File: src/design/temp_alarm_pkg.sv
/*
 * Constants and carrier types for the temperature alarm block.
 * Assumes a 100 MHz system clock and an AXI4-Lite register master.
 */
package temp_alarm_pkg;

    // ------------------------------------------------------------------
    // Register map
    // ------------------------------------------------------------------
    localparam logic [7:0] ADDR_CONFIG = 8'h00;
    localparam logic [7:0] ADDR_MODE   = 8'h04;
    localparam logic [7:0] ADDR_LIMITS = 8'h08;
    localparam logic [7:0] ADDR_TEMP   = 8'h0c;
    localparam logic [7:0] ADDR_STAT1  = 8'h10;
    localparam logic [7:0] ADDR_EXT1   = 8'h14;

    // ------------------------------------------------------------------
    // Field positions
    // ------------------------------------------------------------------
    localparam int CFG_INT_EN     = 1;
    localparam int CFG_INT_HOLD   = 3;
    localparam int MODE_EXTENDED  = 2;
    localparam int STAT_HIGH      = 0;
    localparam int STAT_LOW       = 1;
    localparam int EXT1_CRIT_STAT = 0;
    localparam int EXT1_CRIT_EN   = 1;

    localparam logic [7:0] CONFIG_RESET = 8'h08;
    localparam logic [7:0] EXT1_RESET   = 8'h02;
    localparam logic [1:0] MASK_RESET   = 2'h0;

    localparam logic [1:0] RESP_OKAY   = 2'h0;
    localparam logic [1:0] RESP_SLVERR = 2'h2;

    // ------------------------------------------------------------------
    // Types
    // ------------------------------------------------------------------
    typedef enum logic [1:0] {
        MODE_ONE_TIME,
        MODE_REPETITIVE,
        MODE_COMPARATOR
    } alarm_mode_t;

    typedef struct packed {
        logic signed [7:0] high;
        logic signed [7:0] low;
        logic signed [7:0] crit;
        logic [2:0]        hyst;
    } limits_t;

    typedef struct packed {
        logic high;
        logic low;
        logic crit;
    } flags_t;

    typedef struct packed {
        logic [7:0]  config_bits;
        logic [1:0]  int_mask;
        logic        extended;
        alarm_mode_t mode;
        logic        crit_en;
        limits_t     lim;
        logic signed [8:0] temp;
        flags_t      stat;
        flags_t      armed;
        logic        aw_full;
        logic [7:0]  aw_addr;
        logic        w_full;
        logic [31:0] w_data;
        logic        bvalid;
        logic [1:0]  bresp;
        logic        rvalid;
        logic [31:0] rdata;
        logic [1:0]  rresp;
        logic        int_n;
        logic        crit_n;
    } state_t;

endpackage

File: src/design/temp_alarm_interrupt.sv
/*
 * Temperature alarm interrupt logic with an AXI4-Lite register slave.
 * Assumes a conversion strobe and 9-bit half-degree result from the
 * converter on the same clock.
 */
// Overview of operation
// - Normal and extended options, three modes each.
// - Normal repetitive: above high latches interrupt.
// - Re-assert after read while above release point.
// - Normal one-time: single latch, rearm below release.
// - Normal comparator: follows high limit, no low/crit.
// - Extended latches clear by status or ext reads.
// - Extended repetitive low until above low+hyst.
// - Extended repetitive high until below high-hyst.
// - Extended repetitive crit until below crit-hyst.
// - Extended one-time low rearms above low+hyst.
// - Extended one-time high rearms below high-hyst.
// - Extended one-time crit rearms below crit-hyst.
// - Extended comparator low releases above low+hyst.
// - Extended comparator high releases below high-hyst.
// - Extended comparator crit releases below crit-hyst.
// - Critical alert status and enable in ext register.
// - Status read returns contents and clears.
// - Cleared status deasserts interrupt line.
// - Hold bit clears line and halts monitoring.
// - Per-flag mask and global line enable.
// - Flag drives line only when mask low.
// - Limits are 8-bit two's complement degrees.
// - Hysteresis is 3-bit unsigned degrees.
`timescale 1ns/1ps
module temp_alarm_interrupt
    import temp_alarm_pkg::*;
(
    input  wire logic        aclk,
    input  wire logic        aresetn,
    input  wire logic        conv_done,
    input  wire logic [8:0]  conv_temp,
    input  wire logic [7:0]  s_axi_awaddr,
    input  wire logic        s_axi_awvalid,
    output logic             s_axi_awready,
    input  wire logic [31:0] s_axi_wdata,
    input  wire logic [3:0]  s_axi_wstrb,
    input  wire logic        s_axi_wvalid,
    output logic             s_axi_wready,
    output logic [1:0]       s_axi_bresp,
    output logic             s_axi_bvalid,
    input  wire logic        s_axi_bready,
    input  wire logic [7:0]  s_axi_araddr,
    input  wire logic        s_axi_arvalid,
    output logic             s_axi_arready,
    output logic [31:0]      s_axi_rdata,
    output logic [1:0]       s_axi_rresp,
    output logic             s_axi_rvalid,
    input  wire logic        s_axi_rready,
    output logic             int_n,
    output logic             critical_alert_n,
    output logic             monitor_halt
);

    state_t s_reg;
    state_t s_next;

    // ------------------------------------------------------------------
    // Helpers
    // ------------------------------------------------------------------
    function automatic logic signed [9:0] ext8(input logic signed [7:0] v);
        ext8 = {{2{v[7]}}, v};
    endfunction

    function automatic logic signed [9:0] hyst10(input logic [2:0] h);
        hyst10 = {7'h00, h};
    endfunction

    logic signed [9:0] t_deg;
    logic              hot;
    logic              cold;
    logic              crit_hot;
    logic              hot_clear;
    logic              cold_clear;
    logic              crit_clear;
    logic              hold;
    logic              do_write;
    logic              do_read;

    // Whole-degree temperature, floor of the half-degree result.
    assign t_deg      = 10'(signed'(conv_temp) >>> 1);
    assign hot        = t_deg >  ext8(s_reg.lim.high);
    assign cold       = t_deg <= ext8(s_reg.lim.low);
    assign crit_hot   = t_deg >  ext8(s_reg.lim.crit);
    // Normal one-time and repetitive modes release at the high limit less hysteresis.
    assign hot_clear  = t_deg <= ext8(s_reg.lim.high) - hyst10(s_reg.lim.hyst);
    // Release above low plus hysteresis in every extended mode.
    assign cold_clear = t_deg >  ext8(s_reg.lim.low) + hyst10(s_reg.lim.hyst);
    assign crit_clear = t_deg <= ext8(s_reg.lim.crit) - hyst10(s_reg.lim.hyst);
    assign hold       = s_reg.config_bits[CFG_INT_HOLD];
    assign do_write   = s_reg.aw_full && s_reg.w_full && !s_reg.bvalid;
    assign do_read    = s_axi_arvalid && !s_reg.rvalid;

    // ------------------------------------------------------------------
    // Next state
    // ------------------------------------------------------------------
    always_comb
    begin
        s_next = s_reg;
        // Alarm evaluation, halted by the hold bit.
        if (conv_done && !hold)
        begin
            s_next.temp = signed'(conv_temp);
            if (!s_reg.extended)
            begin
                case (s_reg.mode)
                    MODE_REPETITIVE:
                    begin
                        // Above release point sets again each time.
                        if (hot || (!hot_clear && s_reg.armed.high == 1'b0))
                            s_next.stat.high = 1'b1;
                        if (hot)
                            s_next.armed.high = 1'b0;
                        else if (hot_clear)
                            s_next.armed.high = 1'b1;
                    end
                    MODE_COMPARATOR:
                    begin
                        // Level follows the high limit only.
                        s_next.stat.high = hot;
                        s_next.stat.low  = 1'b0;
                    end
                    default:
                    begin
                        // One latch per excursion.
                        if (hot && s_reg.armed.high)
                        begin
                            s_next.stat.high  = 1'b1;
                            s_next.armed.high = 1'b0;
                        end
                        else if (hot_clear)
                            s_next.armed.high = 1'b1;
                    end
                endcase
            end
            else
            begin
                case (s_reg.mode)
                    MODE_REPETITIVE:
                    begin
                        // Recur until the hysteresis band is left.
                        if (cold)
                            s_next.armed.low = 1'b0;
                        else if (cold_clear)
                            s_next.armed.low = 1'b1;
                        if (hot)
                            s_next.armed.high = 1'b0;
                        else if (hot_clear)
                            s_next.armed.high = 1'b1;
                        if (crit_hot)
                            s_next.armed.crit = 1'b0;
                        else if (crit_clear)
                            s_next.armed.crit = 1'b1;
                        if (cold || (!cold_clear && !s_reg.armed.low))
                            s_next.stat.low = 1'b1;
                        if (hot || (!hot_clear && !s_reg.armed.high))
                            s_next.stat.high = 1'b1;
                        if (crit_hot || (!crit_clear && !s_reg.armed.crit))
                            s_next.stat.crit = 1'b1;
                    end
                    MODE_COMPARATOR:
                    begin
                        // Levels with hysteresis, no read needed.
                        if (cold)
                            s_next.stat.low = 1'b1;
                        else if (cold_clear)
                            s_next.stat.low = 1'b0;
                        if (hot)
                            s_next.stat.high = 1'b1;
                        else if (hot_clear)
                            s_next.stat.high = 1'b0;
                        if (crit_hot)
                            s_next.stat.crit = 1'b1;
                        else if (crit_clear)
                            s_next.stat.crit = 1'b0;
                    end
                    default:
                    begin
                        // One event per excursion on each side.
                        if (cold && s_reg.armed.low)
                        begin
                            s_next.stat.low  = 1'b1;
                            s_next.armed.low = 1'b0;
                        end
                        else if (cold_clear)
                            s_next.armed.low = 1'b1;
                        if (hot && s_reg.armed.high)
                        begin
                            s_next.stat.high  = 1'b1;
                            s_next.armed.high = 1'b0;
                        end
                        else if (hot_clear)
                            s_next.armed.high = 1'b1;
                        if (crit_hot && s_reg.armed.crit)
                        begin
                            s_next.stat.crit  = 1'b1;
                            s_next.armed.crit = 1'b0;
                        end
                        else if (crit_clear)
                            s_next.armed.crit = 1'b1;
                    end
                endcase
            end
        end

        // Write channel.
        if (s_axi_awvalid && !s_reg.aw_full)
        begin
            s_next.aw_full = 1'b1;
            s_next.aw_addr = s_axi_awaddr;
        end
        if (s_axi_wvalid && !s_reg.w_full)
        begin
            s_next.w_full = 1'b1;
            s_next.w_data = s_axi_wdata;
        end
        if (do_write)
        begin
            s_next.aw_full = 1'b0;
            s_next.w_full  = 1'b0;
            s_next.bvalid  = 1'b1;
            s_next.bresp   = RESP_OKAY;
            if (s_axi_wstrb[0])
            begin
                case (s_reg.aw_addr)
                    ADDR_CONFIG: s_next.config_bits = s_reg.w_data[7:0];
                    ADDR_MODE:
                    begin
                        // Option, mode and masks from software.
                        s_next.mode     = alarm_mode_t'(s_reg.w_data[1:0]);
                        s_next.extended = s_reg.w_data[MODE_EXTENDED];
                        s_next.int_mask = s_reg.w_data[5:4];
                    end
                    ADDR_LIMITS:
                    begin
                        // Limits are signed bytes, hysteresis 3 bits.
                        s_next.lim.high = s_reg.w_data[7:0];
                        s_next.lim.low  = s_reg.w_data[15:8];
                        s_next.lim.crit = s_reg.w_data[23:16];
                        s_next.lim.hyst = s_reg.w_data[26:24];
                    end
                    ADDR_EXT1: s_next.crit_en = s_reg.w_data[EXT1_CRIT_EN];
                    default:   s_next.bresp   = RESP_SLVERR;
                endcase
            end
        end
        if (s_reg.bvalid && s_axi_bready)
            s_next.bvalid = 1'b0;

        // Read channel, clear-on-read for status; a same-cycle conversion wins.
        if (do_read)
        begin
            s_next.rvalid = 1'b1;
            s_next.rresp  = RESP_OKAY;
            s_next.rdata  = 32'h0;
            case (s_axi_araddr)
                ADDR_CONFIG: s_next.rdata[7:0] = s_reg.config_bits;
                ADDR_MODE:
                    s_next.rdata[7:0] = {2'h0, s_reg.int_mask, 1'b0,
                                         s_reg.extended, s_reg.mode};
                ADDR_LIMITS:
                    s_next.rdata = {5'h00, s_reg.lim.hyst, s_reg.lim.crit,
                                    s_reg.lim.low, s_reg.lim.high};
                ADDR_TEMP: s_next.rdata[8:0] = s_reg.temp;
                ADDR_STAT1:
                begin
                    // Return then clear.
                    s_next.rdata[STAT_HIGH] = s_reg.stat.high;
                    s_next.rdata[STAT_LOW]  = s_reg.stat.low;
                    if (!(conv_done && !hold) || s_reg.mode != MODE_COMPARATOR)
                    begin
                        s_next.stat.high = s_next.stat.high & (conv_done & !hold);
                        s_next.stat.low  = s_next.stat.low & (conv_done & !hold);
                    end
                end
                ADDR_EXT1:
                begin
                    // Critical status and control live here.
                    s_next.rdata[EXT1_CRIT_STAT] = s_reg.stat.crit;
                    s_next.rdata[EXT1_CRIT_EN]   = s_reg.crit_en;
                    if (s_reg.mode != MODE_COMPARATOR)
                        s_next.stat.crit = s_next.stat.crit & (conv_done & !hold);
                end
                default: s_next.rresp = RESP_SLVERR;
            endcase
        end
        if (s_reg.rvalid && s_axi_rready)
            s_next.rvalid = 1'b0;

        // Interrupt line: masked, enabled, held clear.
        s_next.int_n = !(!hold && s_next.config_bits[CFG_INT_EN] &&
                         ((s_next.stat.high && !s_next.int_mask[STAT_HIGH]) ||
                          (s_next.stat.low && !s_next.int_mask[STAT_LOW])));
        // Critical alert only in the extended option.
        s_next.crit_n = !(s_next.extended && s_next.crit_en && s_next.stat.crit);
    end

    // ------------------------------------------------------------------
    // State register
    // ------------------------------------------------------------------
    always_ff @(posedge aclk)
    begin
        if (!aresetn)
        begin
            // Latches clear, one-time normal by default.
            s_reg             <= '0;
            s_reg.config_bits <= CONFIG_RESET;
            s_reg.mode        <= MODE_ONE_TIME;
            s_reg.int_mask    <= MASK_RESET;
            s_reg.crit_en     <= EXT1_RESET[EXT1_CRIT_EN];
            s_reg.armed       <= '1;
            s_reg.int_n       <= 1'b1;
            s_reg.crit_n      <= 1'b1;
        end
        else
            s_reg <= s_next;
    end

    assign s_axi_awready    = !s_reg.aw_full;
    assign s_axi_wready     = !s_reg.w_full;
    assign s_axi_bvalid     = s_reg.bvalid;
    assign s_axi_bresp      = s_reg.bresp;
    assign s_axi_arready    = !s_reg.rvalid;
    assign s_axi_rvalid     = s_reg.rvalid;
    assign s_axi_rdata      = s_reg.rdata;
    assign s_axi_rresp      = s_reg.rresp;
    assign int_n            = s_reg.int_n;
    assign critical_alert_n = s_reg.crit_n;
    assign monitor_halt     = hold;

    // ------------------------------------------------------------------
    // Checks
    // ------------------------------------------------------------------
    a_hold_clears_line: assert property (@(posedge aclk) disable iff (!aresetn)
        hold |=> int_n)
        else $error("interrupt line active while hold bit set");

    a_normal_no_crit: assert property (@(posedge aclk) disable iff (!aresetn)
        !s_reg.extended && !$past(s_reg.extended) |-> critical_alert_n)
        else $error("critical alert active in normal option");

    a_hold_halts_loop: assert property (@(posedge aclk) disable iff (!aresetn)
        hold && conv_done |=> s_reg.temp == $past(s_reg.temp))
        else $error("temperature updated while halted");

    a_status_read_clr: assert property (@(posedge aclk) disable iff (!aresetn)
        do_read && s_axi_araddr == ADDR_STAT1 && !conv_done
        |=> !s_reg.stat.high && !s_reg.stat.low)
        else $error("status not cleared by read");

    a_mask_blocks: assert property (@(posedge aclk) disable iff (!aresetn)
        s_reg.int_mask == 2'h3 && $past(s_reg.int_mask) == 2'h3 |-> int_n)
        else $error("masked flag drove interrupt line");

    a_comp_follows: assert property (@(posedge aclk) disable iff (!aresetn)
        conv_done && !hold && !s_reg.extended && s_reg.mode == MODE_COMPARATOR
        |=> s_reg.stat.high == $past(hot))
        else $error("comparator status does not follow high limit");

    a_ext_comp_crit: assert property (@(posedge aclk) disable iff (!aresetn)
        conv_done && !hold && s_reg.extended && s_reg.mode == MODE_COMPARATOR
        && crit_hot |=> s_reg.stat.crit)
        else $error("critical status not set above limit");

    a_onetime_once: assert property (@(posedge aclk) disable iff (!aresetn)
        conv_done && !hold && s_reg.mode == MODE_ONE_TIME && hot
        |=> !s_reg.armed.high)
        else $error("one-time high event not disarmed");

    a_bresp_pairs: assert property (@(posedge aclk) disable iff (!aresetn)
        do_write |=> s_axi_bvalid)
        else $error("write response missing");

endmodule

File: config.mk
export PLATFORM = sky130hd
export DESIGN_NAME = temp_alarm_interrupt
export DESIGN_NICKNAME = d
export VERILOG_FILES = /design/src/design/temp_alarm_pkg.sv /design/src/design/temp_alarm_interrupt.sv
export SDC_FILE = /design/constraint.sdc
export NUM_CORES = 1
export LEC_CHECK = 0
export BUFFER_PORTS_ARGS = -buffer_cell sky130_fd_sc_hd__buf_2
export CORE_ASPECT_RATIO = 1.5
export CORE_MARGIN = 10
export CORE_UTILIZATION = 45
export CTS_CLUSTER_DIAMETER = 150
export DETAILED_ROUTE_END_ITERATION = 7
export PLACE_DENSITY = 0.66
export RECOVER_POWER = 25
export SYNTH_ARGS = -nofsm -noshare
export SYNTH_HDL_FRONTEND = slang
export SYNTH_SLANG_ARGS = --single-unit
File: constraint.sdc
create_clock -name aclk -period 3.9 [get_ports aclk]
set_input_delay 0.195 -clock aclk [delete_from_list [all_inputs] [get_ports aclk]]
set_output_delay 0.195 -clock aclk [all_outputs]
set_load 0.02 [all_outputs]
==> results of run 1 <==
[cell families after synthesis]
kind of cell / synth area share (%)
simple gates: 20.3
compound gates: 14.4
flops: 34.4
buf+inv: 8.13
fa+ha+maj: 11.4
mux: 9.17
xor+xnor: 2.15
other cells: 0.0511
[worst paths after layout]
check / from / to / slack (ns)
setup reg to reg: s_reg[97] / int_n / 0.39
hold reg to reg: s_reg[53] / s_reg[53] / 0.46
setup / recovery: s_reg[97] / int_n / 0.39
hold / removal: s_axi_wvalid / s_reg[72] / 0.01
[layout by cell type (no fill, tap or decap), drive strengths merged, types with 26 or more instances in the layout]
| cell | netlist | final |
|---|---|---|
| inv | 50 | 58 |
| nor2 | 26 | 26 |
| dfxtp | 126 | 126 |
| mux2i | 56 | 56 |
| clkbuf | 27 | 53 |
| nand2 | 99 | 99 |
| a21boi | 43 | 43 |
| buf | 44 | 66 |
| ha | 62 | 62 |
| a21oi | 26 | 26 |
| nor2b | 75 | 75 |
[stage by stage]
stage,area (um2),utilization [%]
CTS,8340,51.7
finish,8290,51.5
global route,8290,51.5
global placement,7740,48.0
detailed placement,7740,48.0
floorplan,7360,-
[routing by layer]
metal	up-vias	part of all wire (%)	track usage (%)	wire length (um)
met2	110	51	30.2	9300
li1	2936	-	-	-
met3	31	3.6	3.87	645
met5	-	0	0	0
met1	2696	42	17.6	7630
met4	0	3.0	7.30	539
[power groups by stage]
stage	Sequential, uW	Clock (uW)	Combinational [uW]
after floorplan	1360	0	184
after global placement	1370	0	262
after detailed placement	1370	0	266
after CTS	1340	1580	268
after global routing	1340	1640	300
final	1340	1550	264
[tightest hold or removal path, stage by stage]
cell,delay (ns)
buf_2,0.10
nor2_1,0.04
nor2_1,0.07
[cell type report]
cell class | count | area [um2] | area share, %
Clock buffer | 17 | 425 | 5.13
Timing Repair Buffer | 103 | 488 | 5.88
Clock inverter | 15 | 164 | 1.98
Multi-Input combinational cell | 584 | 4250 | 51.2
Tap cell | 206 | 258 | 3.11
Inverter | 50 | 188 | 2.26
Sequential cell | 126 | 2520 | 30.4
==> impl_summary.log, run 1 <==
[metrics] DR WL/cell: 16.5 um
[metrics] total CTS buffers: 17
[metrics] Mapped Cells: 825
[metrics] number of placed instances with taps included: 1068
[metrics] global-route wire length before repair: 29800 um
[metrics] Row Count: 57
[metrics] commonest register cell after synthesis: dfxtp_1
[metrics] Synth Cell Area: 0.00734 mm2
[metrics] via total after detailed routing: 5773
[metrics] unrepaired setup endpoints after global routing: no
[metrics] part of the total power dissipated in combinational logic: 8.4%
[metrics] starting utilization of the core area: 45.5%
[metrics] layout cells sized above 1: 13.0%
[metrics] clk_lat worst skew: 0.42 ns
[metrics] proportion of synthesized flip-flops having asynchronous set or reset: 0%
[metrics] power spent charging and discharging nets: 871 uW
[metrics] power share of the sequential group: 42.4%
[metrics] pin count of the biggest net entering global routing: 96
[metrics] overall die height: 176 um
[metrics] most frequent cell after synthesis: dfxtp_1
[metrics] CTS hold repair buffers: 1
[metrics] area enclosed by the die boundary: 0.0219 mm2
[metrics] number of buffer and inverter stages on the critical path: 2
[metrics] number of antenna violations at the first check in global routing: 0
[metrics] routed wire length: 18100 um
[metrics] number of buffers inserted by post-CTS setup repair: 0
[metrics] overall routing resource usage: 16.5%
[metrics] CP max stage delay: 0.52 ns
[metrics] count of pins on the block boundary: 113
[metrics] Worst Tran Pin Value: 1.10 ns
[metrics] peak clock frequency supported by timing: 0.285 GHz
[metrics] crit-path cells: ha_1 -> inv_1 -> fa_1 -> inv_1 -> a21o_1 -> nand2_1 -> xnor2_1 -> ha_1 -> and4_1 -> a22o_1 -> a2111oi_0 -> o221ai_1 -> nand4_1 -> and4_1 -> a41oi_1
[metrics] antenna-violating nets left: 0
[metrics] Crit-path slowest cell: a2111oi_0
[metrics] CTS root buf: clkbuf_16
[metrics] share of Yosys cell area claimed by the top area cell type: 34.4%
[metrics] clock power share: 49.2%
[metrics] max capacitance violation total: 0
[metrics] post-placement worst setup slack: 0.424 ns
[metrics] total power after layout: 3150 uW
[metrics] Max-slew headroom: 26.2%
[metrics] number of enable-type register cells in the synthesized netlist: 0
[metrics] leading post-synthesis cells by instance count: 126 x dfxtp_1, 99 x nand2_1, 75 x nor2b_1
[metrics] number of stages on the worst hold path: 3
[metrics] power per cell area: 380 mW/mm2
[metrics] Internal Power: 2280 uW
[metrics] routability-driven placement congestion ratio: 0.822
[metrics] Finished Layout Cells: 1101
[metrics] Chip Width: 124 um
[metrics] critical path capture point type: flop
[metrics] area growth from synthesis to final layout: 13.0%
[metrics] Ys Warns: 0
[metrics] startpoint types: flop
[metrics] sequential area share after synthesis: 34.4%
[metrics] IR drop worst, VDD: 231 uV
[metrics] reg2reg path depth: 15
[metrics] clock sink count: 126
[metrics] maximum fanout encountered on the critical timing path: 5
[metrics] Largest register FFs: 92
[metrics] Final Worst Setup Slack: 0.386 ns
[metrics] CTS H-Tree Depth: 4
[metrics] Detailed Place HPWL: 13600 um
[metrics] post-CTS clock slew at the launch and capture registers of the worst setup and hold paths: 0.06 ns
[metrics] post-layout net count: 1016
[metrics] core area: 0.0161 mm2
[metrics] synthesis-stage register bit count: 126
[metrics] count of routing violations after the opening detailed-route iteration: 305
[metrics] Initial DRT Pass Iterations: 4
[metrics] leading area contributor after synthesis: dfxtp_1
[metrics] # diodes: 0
[metrics] mean area per synthesized cell: 8.89 um2
[metrics] Fillers: 1597
[metrics] hold_ws: 0.0129 ns
[metrics] final number of max-transition violations: 0
[metrics] switching share of power: 27.6%
[metrics] depth of the critical timing path with buffers and inverters included: 15
[metrics] largest cells by area after synthesis: dfxtp_1 34%, ha_1 11%, mux2i_1 7.6%
[metrics] Final setup violation count: 0
[metrics] start-to-end type of the worst setup path: reg2reg
[metrics] standby leakage power: 0.00334 uW
[metrics] number of different library cells in the post-synthesis netlist: 63
[metrics] via count of the first global-routing pass: 6063
[metrics] final hold violation count: 0
[metrics] data arrival at the endpoint of the critical path: 3.80 ns
[metrics] post-CTS resize count: 0
[metrics] Post-Route Setup TNS: 0 ns
[metrics] number of design rule violations left after detail routing: 0
[metrics] outcome: completed
[metrics] period utilisation layout: 90.1%
[metrics] DR vias/cell: 5.24
[metrics] number of port buffers: 97
[metrics] global-route congestion overflow total: 0
[metrics] post-route clock skew: 0.0142 ns
[metrics] TritonCTS clock tree: yes
[metrics] worst hold-check path type: in2reg
[metrics] Max Buffers Root-to-Sink: 2
[metrics] CP required: 4.18 ns
[metrics] kind of cell with the highest combined delay on the critical path: compound AO/OA/AOI/OAI gates
[metrics] post-layout minimum cycle time: 3.51 ns
(Power assumes the default switching activity.)
==> run 2: changes to the inputs <==
--- a/config.mk
+++ b/config.mk
@@ -8,10 +8,10 @@
 export BUFFER_PORTS_ARGS = -buffer_cell sky130_fd_sc_hd__buf_2
 export CORE_ASPECT_RATIO = 1.5
 export CORE_MARGIN = 10
-export CORE_UTILIZATION = 45
+export CORE_UTILIZATION = 55
 export CTS_CLUSTER_DIAMETER = 150
 export DETAILED_ROUTE_END_ITERATION = 7
-export PLACE_DENSITY = 0.66
+export PLACE_DENSITY = 0.78
 export RECOVER_POWER = 25
 export SYNTH_ARGS = -nofsm -noshare
 export SYNTH_HDL_FRONTEND = slang
==> run 2 against run 1 <==
  * The run now ends with capacitance limit, slew limit left
  * Clock-buffer cell count rose by 4
  * First-iteration DRC count fell by 0.66%
  * Sequential power barely moved
  * Register-to-register slack got worse by 0.08 ns
  * Global-route usage rose by 2.9 points
  * Highest routed layer unchanged
  * Via count rose by 2.1%
  * Non-clock buffer count did not move
  * Largest cell class unchanged
  * Cell area rose by 0.12%
  * Flip-flop and latch count did not move
  * Die area fell by 16%
  * Combinational power barely moved
  * Power rose by 5.7%
==> impl_summary.log, run 2 (same netlist as run 1, synthesis figures left out) <==
[metrics] area growth from synthesis to final layout: 13.2%
[metrics] # diodes: 0 (unchanged)
[metrics] via count of the first global-routing pass: 5885 (-2.9%)
[metrics] data arrival at the endpoint of the critical path: 3.87 ns (+0.07 ns)
[metrics] core area: 0.0130 mm2 (-19%)
[metrics] worst flop-to-flop path endpoint: int_n
[metrics] number of placed instances with taps included: 1022 (-4.3%)
[metrics] startpoint types: flop
[metrics] pin count of the biggest net entering global routing: 72 (-25%)
[metrics] r2r startpoint: s_reg[97]
[metrics] routed wire length: 17800 um (-1.6%)
[metrics] unrepaired setup endpoints after global routing: no
[metrics] Max-slew headroom: -38.7% (-65 points)
[metrics] outcome: complete, but fails checks
[metrics] design area: 0.00830 mm2 (+0.12%)
[metrics] IR drop worst, VDD: 337 uV (+46%)
[metrics] Initial DRT Pass Iterations: 4 (unchanged)
[metrics] CTS hold repair buffers: 0 (-1)
[metrics] Worst Tran Pin Value: 2.08 ns (+0.979 ns)
[metrics] number of port buffers: 97 (unchanged)
[metrics] top library cells by usage in the layout, fill and taps aside: 126 x dfxtp_1, 99 x nand2_1, 74 x nor2b_1, 62 x ha_1, 60 x buf_2
[metrics] via total after detailed routing: 5894 (+2.1%)
[metrics] Max Buffers Root-to-Sink: 2 (unchanged)
[metrics] Row Count: 51 (-11%)
[metrics] met3 GRT Util: 4.60% (+0.73 points)
[metrics] DR WL/cell: 16.9 um (+2.8%)
[metrics] Detailed Place HPWL: 13000 um (-4.7%)
[metrics] global-route congestion overflow total: 0 (unchanged)
[metrics] worst hold-check path type: in2reg
[metrics] violations in the final reports: capacitance limit, slew limit
[metrics] Setup crit end: int_n
[metrics] power per cell area: 401 mW/mm2 (+5.5%)
[metrics] Finished Layout Cells: 1054 (-4.3%)
[metrics] antenna-violating nets left: 0 (unchanged)
[metrics] Crit-path slowest cell: a2111oi_0
[metrics] Fillers: 1138 (-29%)
[metrics] routability-driven placement congestion ratio: 0.876 (+6.6%)
[metrics] number of design rule violations left after detail routing: 0 (unchanged)
[metrics] final number of max-transition violations: 56 (+56)
[metrics] Global Route met1 Usage: 22.3% (+4.7 points)
[metrics] layout cells sized above 1: 13.1% (+0.11 points)
[metrics] crit-path cells: ha_1 -> inv_1 -> fa_1 -> inv_1 -> a21o_1 -> nand2b_1 -> xnor2_1 -> ha_1 -> a21o_1 -> a22o_1 -> a2111oi_0 -> o221ai_1 -> nand4_1 -> and4_1 -> a41oi_1
[metrics] Worst R2R Setup Slack: 0.30 ns (-0.08 ns)
[metrics] max capacitance violation total: 1 (+1)
[metrics] leading cell type in the layout, fill and taps excluded: dfxtp_1
[metrics] reg2reg path depth: 15 (unchanged)
[metrics] standby leakage power: 0.00337 uW (+0.99%)
[metrics] Largest register FFs: 92 (unchanged)
[metrics] post-route clock skew: 0.00636 ns (-0.00780 ns)
[metrics] count of routing violations after the opening detailed-route iteration: 303 (-0.66%)
[metrics] peak clock frequency supported by timing: 0.278 GHz (-2.3%)
[metrics] critical path capture point type: flop
[metrics] busiest metal layer after global routing: met2
[metrics] area enclosed by the die boundary: 0.0185 mm2 (-16%)
[metrics] DR vias/cell: 5.59 (+6.6%)
[metrics] Post-Route Setup TNS: 0 ns (unchanged)
[metrics] start-to-end type of the worst setup path: reg2reg
[metrics] kind of cell with the highest combined delay on the critical path: compound AO/OA/AOI/OAI gates
[metrics] starting utilization of the core area: 56.4% (+11 points)
[metrics] post-CTS clock slew at the launch and capture registers of the worst setup and hold paths: 0.06 ns (about the same)
[metrics] count of pins on the block boundary: 113 (unchanged)
[metrics] clock sink count: 126 (unchanged)
[metrics] Final setup violation count: 0 (unchanged)
[metrics] met2 Use GR: 33.2% (+3.0 points)
[metrics] post-layout minimum cycle time: 3.60 ns (+0.0810 ns)
[metrics] CP required: 4.18 ns (about the same)
[metrics] overall routing resource usage: 19.4% (+2.9 points)
[metrics] period utilisation layout: 92.2% (+2.1 points)
[metrics] number of antenna violations at the first check in global routing: 0 (unchanged)
[metrics] TritonCTS clock tree: yes
[metrics] post-layout net count: 1016 (unchanged)
[metrics] number of buffers inserted by post-CTS setup repair: 0 (unchanged)
[metrics] hold_ws: 0.00732 ns (-0.00563 ns)
[metrics] Chip Width: 114 um (-8.0%)
[metrics] final hold violation count: 0 (unchanged)
[metrics] total CTS buffers: 17 (unchanged)
[metrics] CP max stage delay: 0.58 ns (+0.06 ns)
[metrics] Setup crit start: s_reg[97]
[metrics] CTS H-Tree Depth: 4 (unchanged)
[metrics] number of buffer and inverter stages on the critical path: 2 (unchanged)
[metrics] CTS root buf: clkbuf_16
[metrics] depth of the critical timing path with buffers and inverters included: 15 (unchanged)
[metrics] maximum fanout encountered on the critical timing path: 5 (unchanged)
[metrics] global-route wire length before repair: 29000 um (-2.6%)
[metrics] overall die height: 161 um (-8.5%)
[metrics] instance area at placement: 0.00769 mm2 (-0.66%)
[metrics] clk_lat worst skew: 0.41 ns (about the same)
[run 2: worst min path at each step]
stage                        from   endpoint  slack [ns]  depth (start not counted)
detailed placement  s_axi_awvalid  s_reg[81]        0.43                          3
finish              s_axi_awvalid  s_reg[81]       0.007                          3
floorplan            s_axi_wvalid  s_reg[72]        0.31                          2
global placement    s_axi_awvalid  s_reg[81]        0.42                          3
global route        s_axi_awvalid  s_reg[81]        0.02                          3
CTS                 s_axi_awvalid  s_reg[81]       0.009                          3
[run 2: metrics by stage]
stage / utilization (%) / worst slack, ns / power (uW)
floorplan: - / 0.768 / 1550
global placement: 59.1 / 0.470 / 1620
detailed placement: 59.1 / 0.364 / 1630
CTS: 64.1 / 0.322 / 3350
global route: 63.8 / 0.0368 / 3440
finish: 63.8 / 0.305 / 3330
[run 2: layout make-up]
type                       instances  area (um2)  share of cell area (%)
tap                              159         199                    2.40
timing repair buffer             103         484                    5.83
clock buffer                      21         480                    5.79
clock inverter                    11         175                    2.11
multi-input combinational        584        4260                    51.2
sequential                       126        2520                    30.4
inverter                          50         188                    2.26
[run 2: timing repair]
action	in CTS	in global routing
endpoints found under the hold margin	0	0
resized for setup	0	1
setup endpoints to repair	0	2
[run 2: metal layers]
layer,vias to the layer above,routed length (um)
li1,2930,-
met1,2747,7300
met2,179,9070
met3,38,960
met4,0,495
met5,-,0
[run 2: tightest hold or removal path, cell delays in order]
cell,delay [ns]
buf_2,0.08
nor2_1,0.03
nor2_1,0.07
[run 2: power by group]
group	switching, uW	leakage, uW	total [uW]	internal [uW]
logic	153	0.00203	262	109
registers	23.4	0.00102	1340	1320
clock network	585	0.000317	1730	1140
==> run 3: changes to the inputs <==
--- a/config.mk
+++ b/config.mk
@@ -11,7 +11,7 @@
 export CORE_UTILIZATION = 55
 export CTS_CLUSTER_DIAMETER = 150
 export DETAILED_ROUTE_END_ITERATION = 7
-export PLACE_DENSITY = 0.78
+export PLACE_DENSITY = 0.75
 export RECOVER_POWER = 25
 export SYNTH_ARGS = -nofsm -noshare
 export SYNTH_HDL_FRONTEND = slang
==> run 3 against run 2 <==
  * The run now ends clean
  * Sequential power hardly changed
  * Cell area fell by 1.3%
  * Largest cell class unchanged
  * Power shrank 7.3%
  * Global-route usage about the same
  * Final cell count barely moved
  * Worst hold slack better by 0.0096 ns
  * Clock skew rose by 0.0028 ns
  * Routed wire length is 0.20% lower
  * Clock power down 14%
  * Core utilization shrank 0.82 points
==> impl_summary.log, run 3 (same netlist as run 1, synthesis figures left out) <==
[metrics] routability-driven placement congestion ratio: 0.904 (+3.3%)
[metrics] overall die height: 161 um (unchanged)
[metrics] overall routing resource usage: 19.4% (-0.036 points)
[metrics] via count of the first global-routing pass: 5953 (+1.2%)
[metrics] CTS root buf: clkbuf_16
[metrics] Post-Route Setup TNS: 0 ns (unchanged)
[metrics] Initial DRT Pass Iterations: 5 (+1)
[metrics] r2r startpoint: s_reg[98]
[metrics] Max Buffers Root-to-Sink: 2 (unchanged)
[metrics] global-route congestion overflow total: 0 (unchanged)
[metrics] core area: 0.0130 mm2 (unchanged)
[metrics] standby leakage power: 0.00333 uW (-1.4%)
[metrics] clock power share: 48.2% (-3.7 points)
[metrics] post-placement worst setup slack: 0.334 ns (-0.0304 ns)
[metrics] total CTS buffers: 17 (unchanged)
[metrics] Min-Delay Startpoint: s_axi_awvalid
[metrics] maximum fanout encountered on the critical timing path: 6 (+1)
[metrics] Final setup violation count: 0 (unchanged)
[metrics] routed wire length: 17800 um (-0.20%)
[metrics] area enclosed by the die boundary: 0.0185 mm2 (unchanged)
[metrics] Detailed Place HPWL: 13400 um (+3.1%)
[metrics] power spent charging and discharging nets: 802 uW (+5.4%)
[metrics] part of the total power dissipated in combinational logic: 8.4% (+0.5 points)
[metrics] post-route clock skew: 0.00918 ns (+0.00283 ns)
[metrics] clk_lat worst skew: 0.41 ns (about the same)
[metrics] count of routing violations after the opening detailed-route iteration: 244 (-19%)
[metrics] TritonCTS clock tree: yes
[metrics] worst hold-check path type: in2reg
[metrics] outcome: completed
[metrics] number of design rule violations left after detail routing: 0 (unchanged)
[metrics] DR WL/cell: 16.9 um (-0.11%)
[metrics] Fillers: 1178 (+3.5%)
[metrics] peak clock frequency supported by timing: 0.278 GHz (+0.12%)
[metrics] Worst Tran Pin Value: 1.05 ns (-1.03 ns)
[metrics] period utilisation layout: 92.1% (-0.11 points)
[metrics] post-layout net count: 1015 (-0.098%)
[metrics] count of pins on the block boundary: 113 (unchanged)
[metrics] Chip Width: 114 um (unchanged)
[metrics] antenna-violating nets left: 0 (unchanged)
[metrics] hold_ws: 0.0169 ns (+0.00958 ns)
[metrics] startpoint types: flop
[metrics] Largest register FFs: 92 (unchanged)
[metrics] area growth from synthesis to final layout: 11.7%
[metrics] leading cell type in the layout, fill and taps excluded: dfxtp_1
[metrics] number of port buffers: 97 (unchanged)
[metrics] switching share of power: 26.0% (+3.1 points)
[metrics] clock sink count: 126 (unchanged)
[metrics] critical path capture point type: flop
[metrics] Max-slew headroom: 29.9% (+69 points)
[metrics] Final Worst Setup Slack: 0.309 ns (+0.00413 ns)
[metrics] CP required: 4.18 ns (about the same)
[metrics] starting utilization of the core area: 56.4% (unchanged)
[metrics] Setup crit start: s_reg[98]
[metrics] final number of max-transition violations: 0 (-100%)
[metrics] IR drop worst, VDD: 348 uV (+3.4%)
[metrics] final hold violation count: 0 (unchanged)
[metrics] # diodes: 0 (unchanged)
[metrics] unrepaired setup endpoints after global routing: no
[metrics] CTS H-Tree Depth: 4 (unchanged)
[metrics] top library cells by usage in the layout, fill and taps aside: 126 x dfxtp_1, 99 x nand2_1, 74 x nor2b_1, 62 x ha_1, 62 x buf_2
[metrics] Row Count: 51 (unchanged)
[metrics] via total after detailed routing: 5756 (-2.3%)
[metrics] DR vias/cell: 5.47 (-2.2%)
[metrics] number of antenna violations at the first check in global routing: 0 (unchanged)
[metrics] Internal Power: 2280 uW (-11%)
[metrics] post-layout minimum cycle time: 3.59 ns (-0.00413 ns)
[metrics] CTS hold repair buffers: 0 (unchanged)
[metrics] max capacitance violation total: 0 (-1)
[metrics] post-CTS clock slew at the launch and capture registers of the worst setup and hold paths: 0.06 ns (about the same)
[metrics] pin count of the biggest net entering global routing: 81 (+13%)
[metrics] power share of the sequential group: 43.4% (+3.2 points)
[metrics] power per cell area: 377 mW/mm2 (-6.1%)
[metrics] final core occ: 63.0% (-0.82 points)
[metrics] data arrival at the endpoint of the critical path: 3.87 ns (about the same)
[metrics] start-to-end type of the worst setup path: reg2reg
[metrics] layout cells sized above 1: 13.1% (+0.015 points)
[metrics] global-route wire length before repair: 29200 um (+0.50%)
==> run 3: cell types whose count changed in the layout (fill, tap and decap cells not counted) <==
cell	before	now
clkinv_2	1	3
inv_8	0	2
buf_4	6	4
clkbuf_8	4	2
buf_2	60	62
clkbuf_1	37	36
bufinv_16	4	0
inv_6	3	4
clkinv_4	1	2
==> run 3: power groups by stage <==
stage                     logic, uW  registers (uW)  clock network, uW
after CTS                       265            1340               1510
after floorplan                 184            1360                  0
after global placement          258            1370                  0
final                           261            1340               1490
after global routing            294            1340               1560
after detailed placement        263            1370                  0
==> run 3: path summary, 6_finish.rpt <==
| check | slack, ns | depth (start not counted) | endpoint |
|---|---|---|---|
| max | 0.31 | 14 | int_n |
| min reg2reg | 0.46 | 2 | s_axi_rdata[6] |
| max reg2reg | 0.31 | 14 | int_n |
| min | 0.02 | 3 | s_reg[81] |
==> run 3: worst max-delay path: stages (launching register included) <==
cell and delay [ns]:
dfxtp_1 0.50, inv_1 0.16, fa_1 0.49, inv_1 0.07
a21o_1 0.13, nand2b_1 0.09, xnor2_1 0.14, ha_1 0.31
a21o_1 0.19, a22o_1 0.22, a2111oi_0 0.53, o221ai_1 0.21
nand4_1 0.18, and4_1 0.20, a41oi_1 0.04
==> run 3: area by class of cell <==
class                      instances  area, um2  share of cell area, %
inverter                          50        188                   2.29
clock buffer                      19        453                   5.53
clock inverter                    13        105                   1.28
sequential                       126       2520                   30.8
timing repair buffer             102        475                   5.80
multi-input combinational        584       4260                   51.9
tap                              159        199                   2.43
==> run 3: metrics by stage <==
step | cells | area [um2] | total power, uW
2_1_floorplan | 831 | 7360 | 1550
3_3_place_gp | 1021 | 7680 | 1620
3_5_place_dp | 1021 | 7680 | 1630
4_1_cts | 1053 | 8240 | 3110
5_1_grt | 1053 | 8200 | 3200
6_report | 1053 | 8200 | 3090
==> run 3: per-layer routing <==
layer / share of wire, % / GRT usage, % / routed length, um
met1: 41 / 21.1 / 7210
met2: 51 / 33.9 / 9160
met3: 4.1 / 4.49 / 731
met4: 3.9 / 9.66 / 691
met5: 0 / 0 / 0
==> run 3: what timing repair did <==
item / in CTS / in global routing
gates resized for setup: 0 / 1
setup endpoints to repair: 0 / 1
setup buffers: 0 / 0
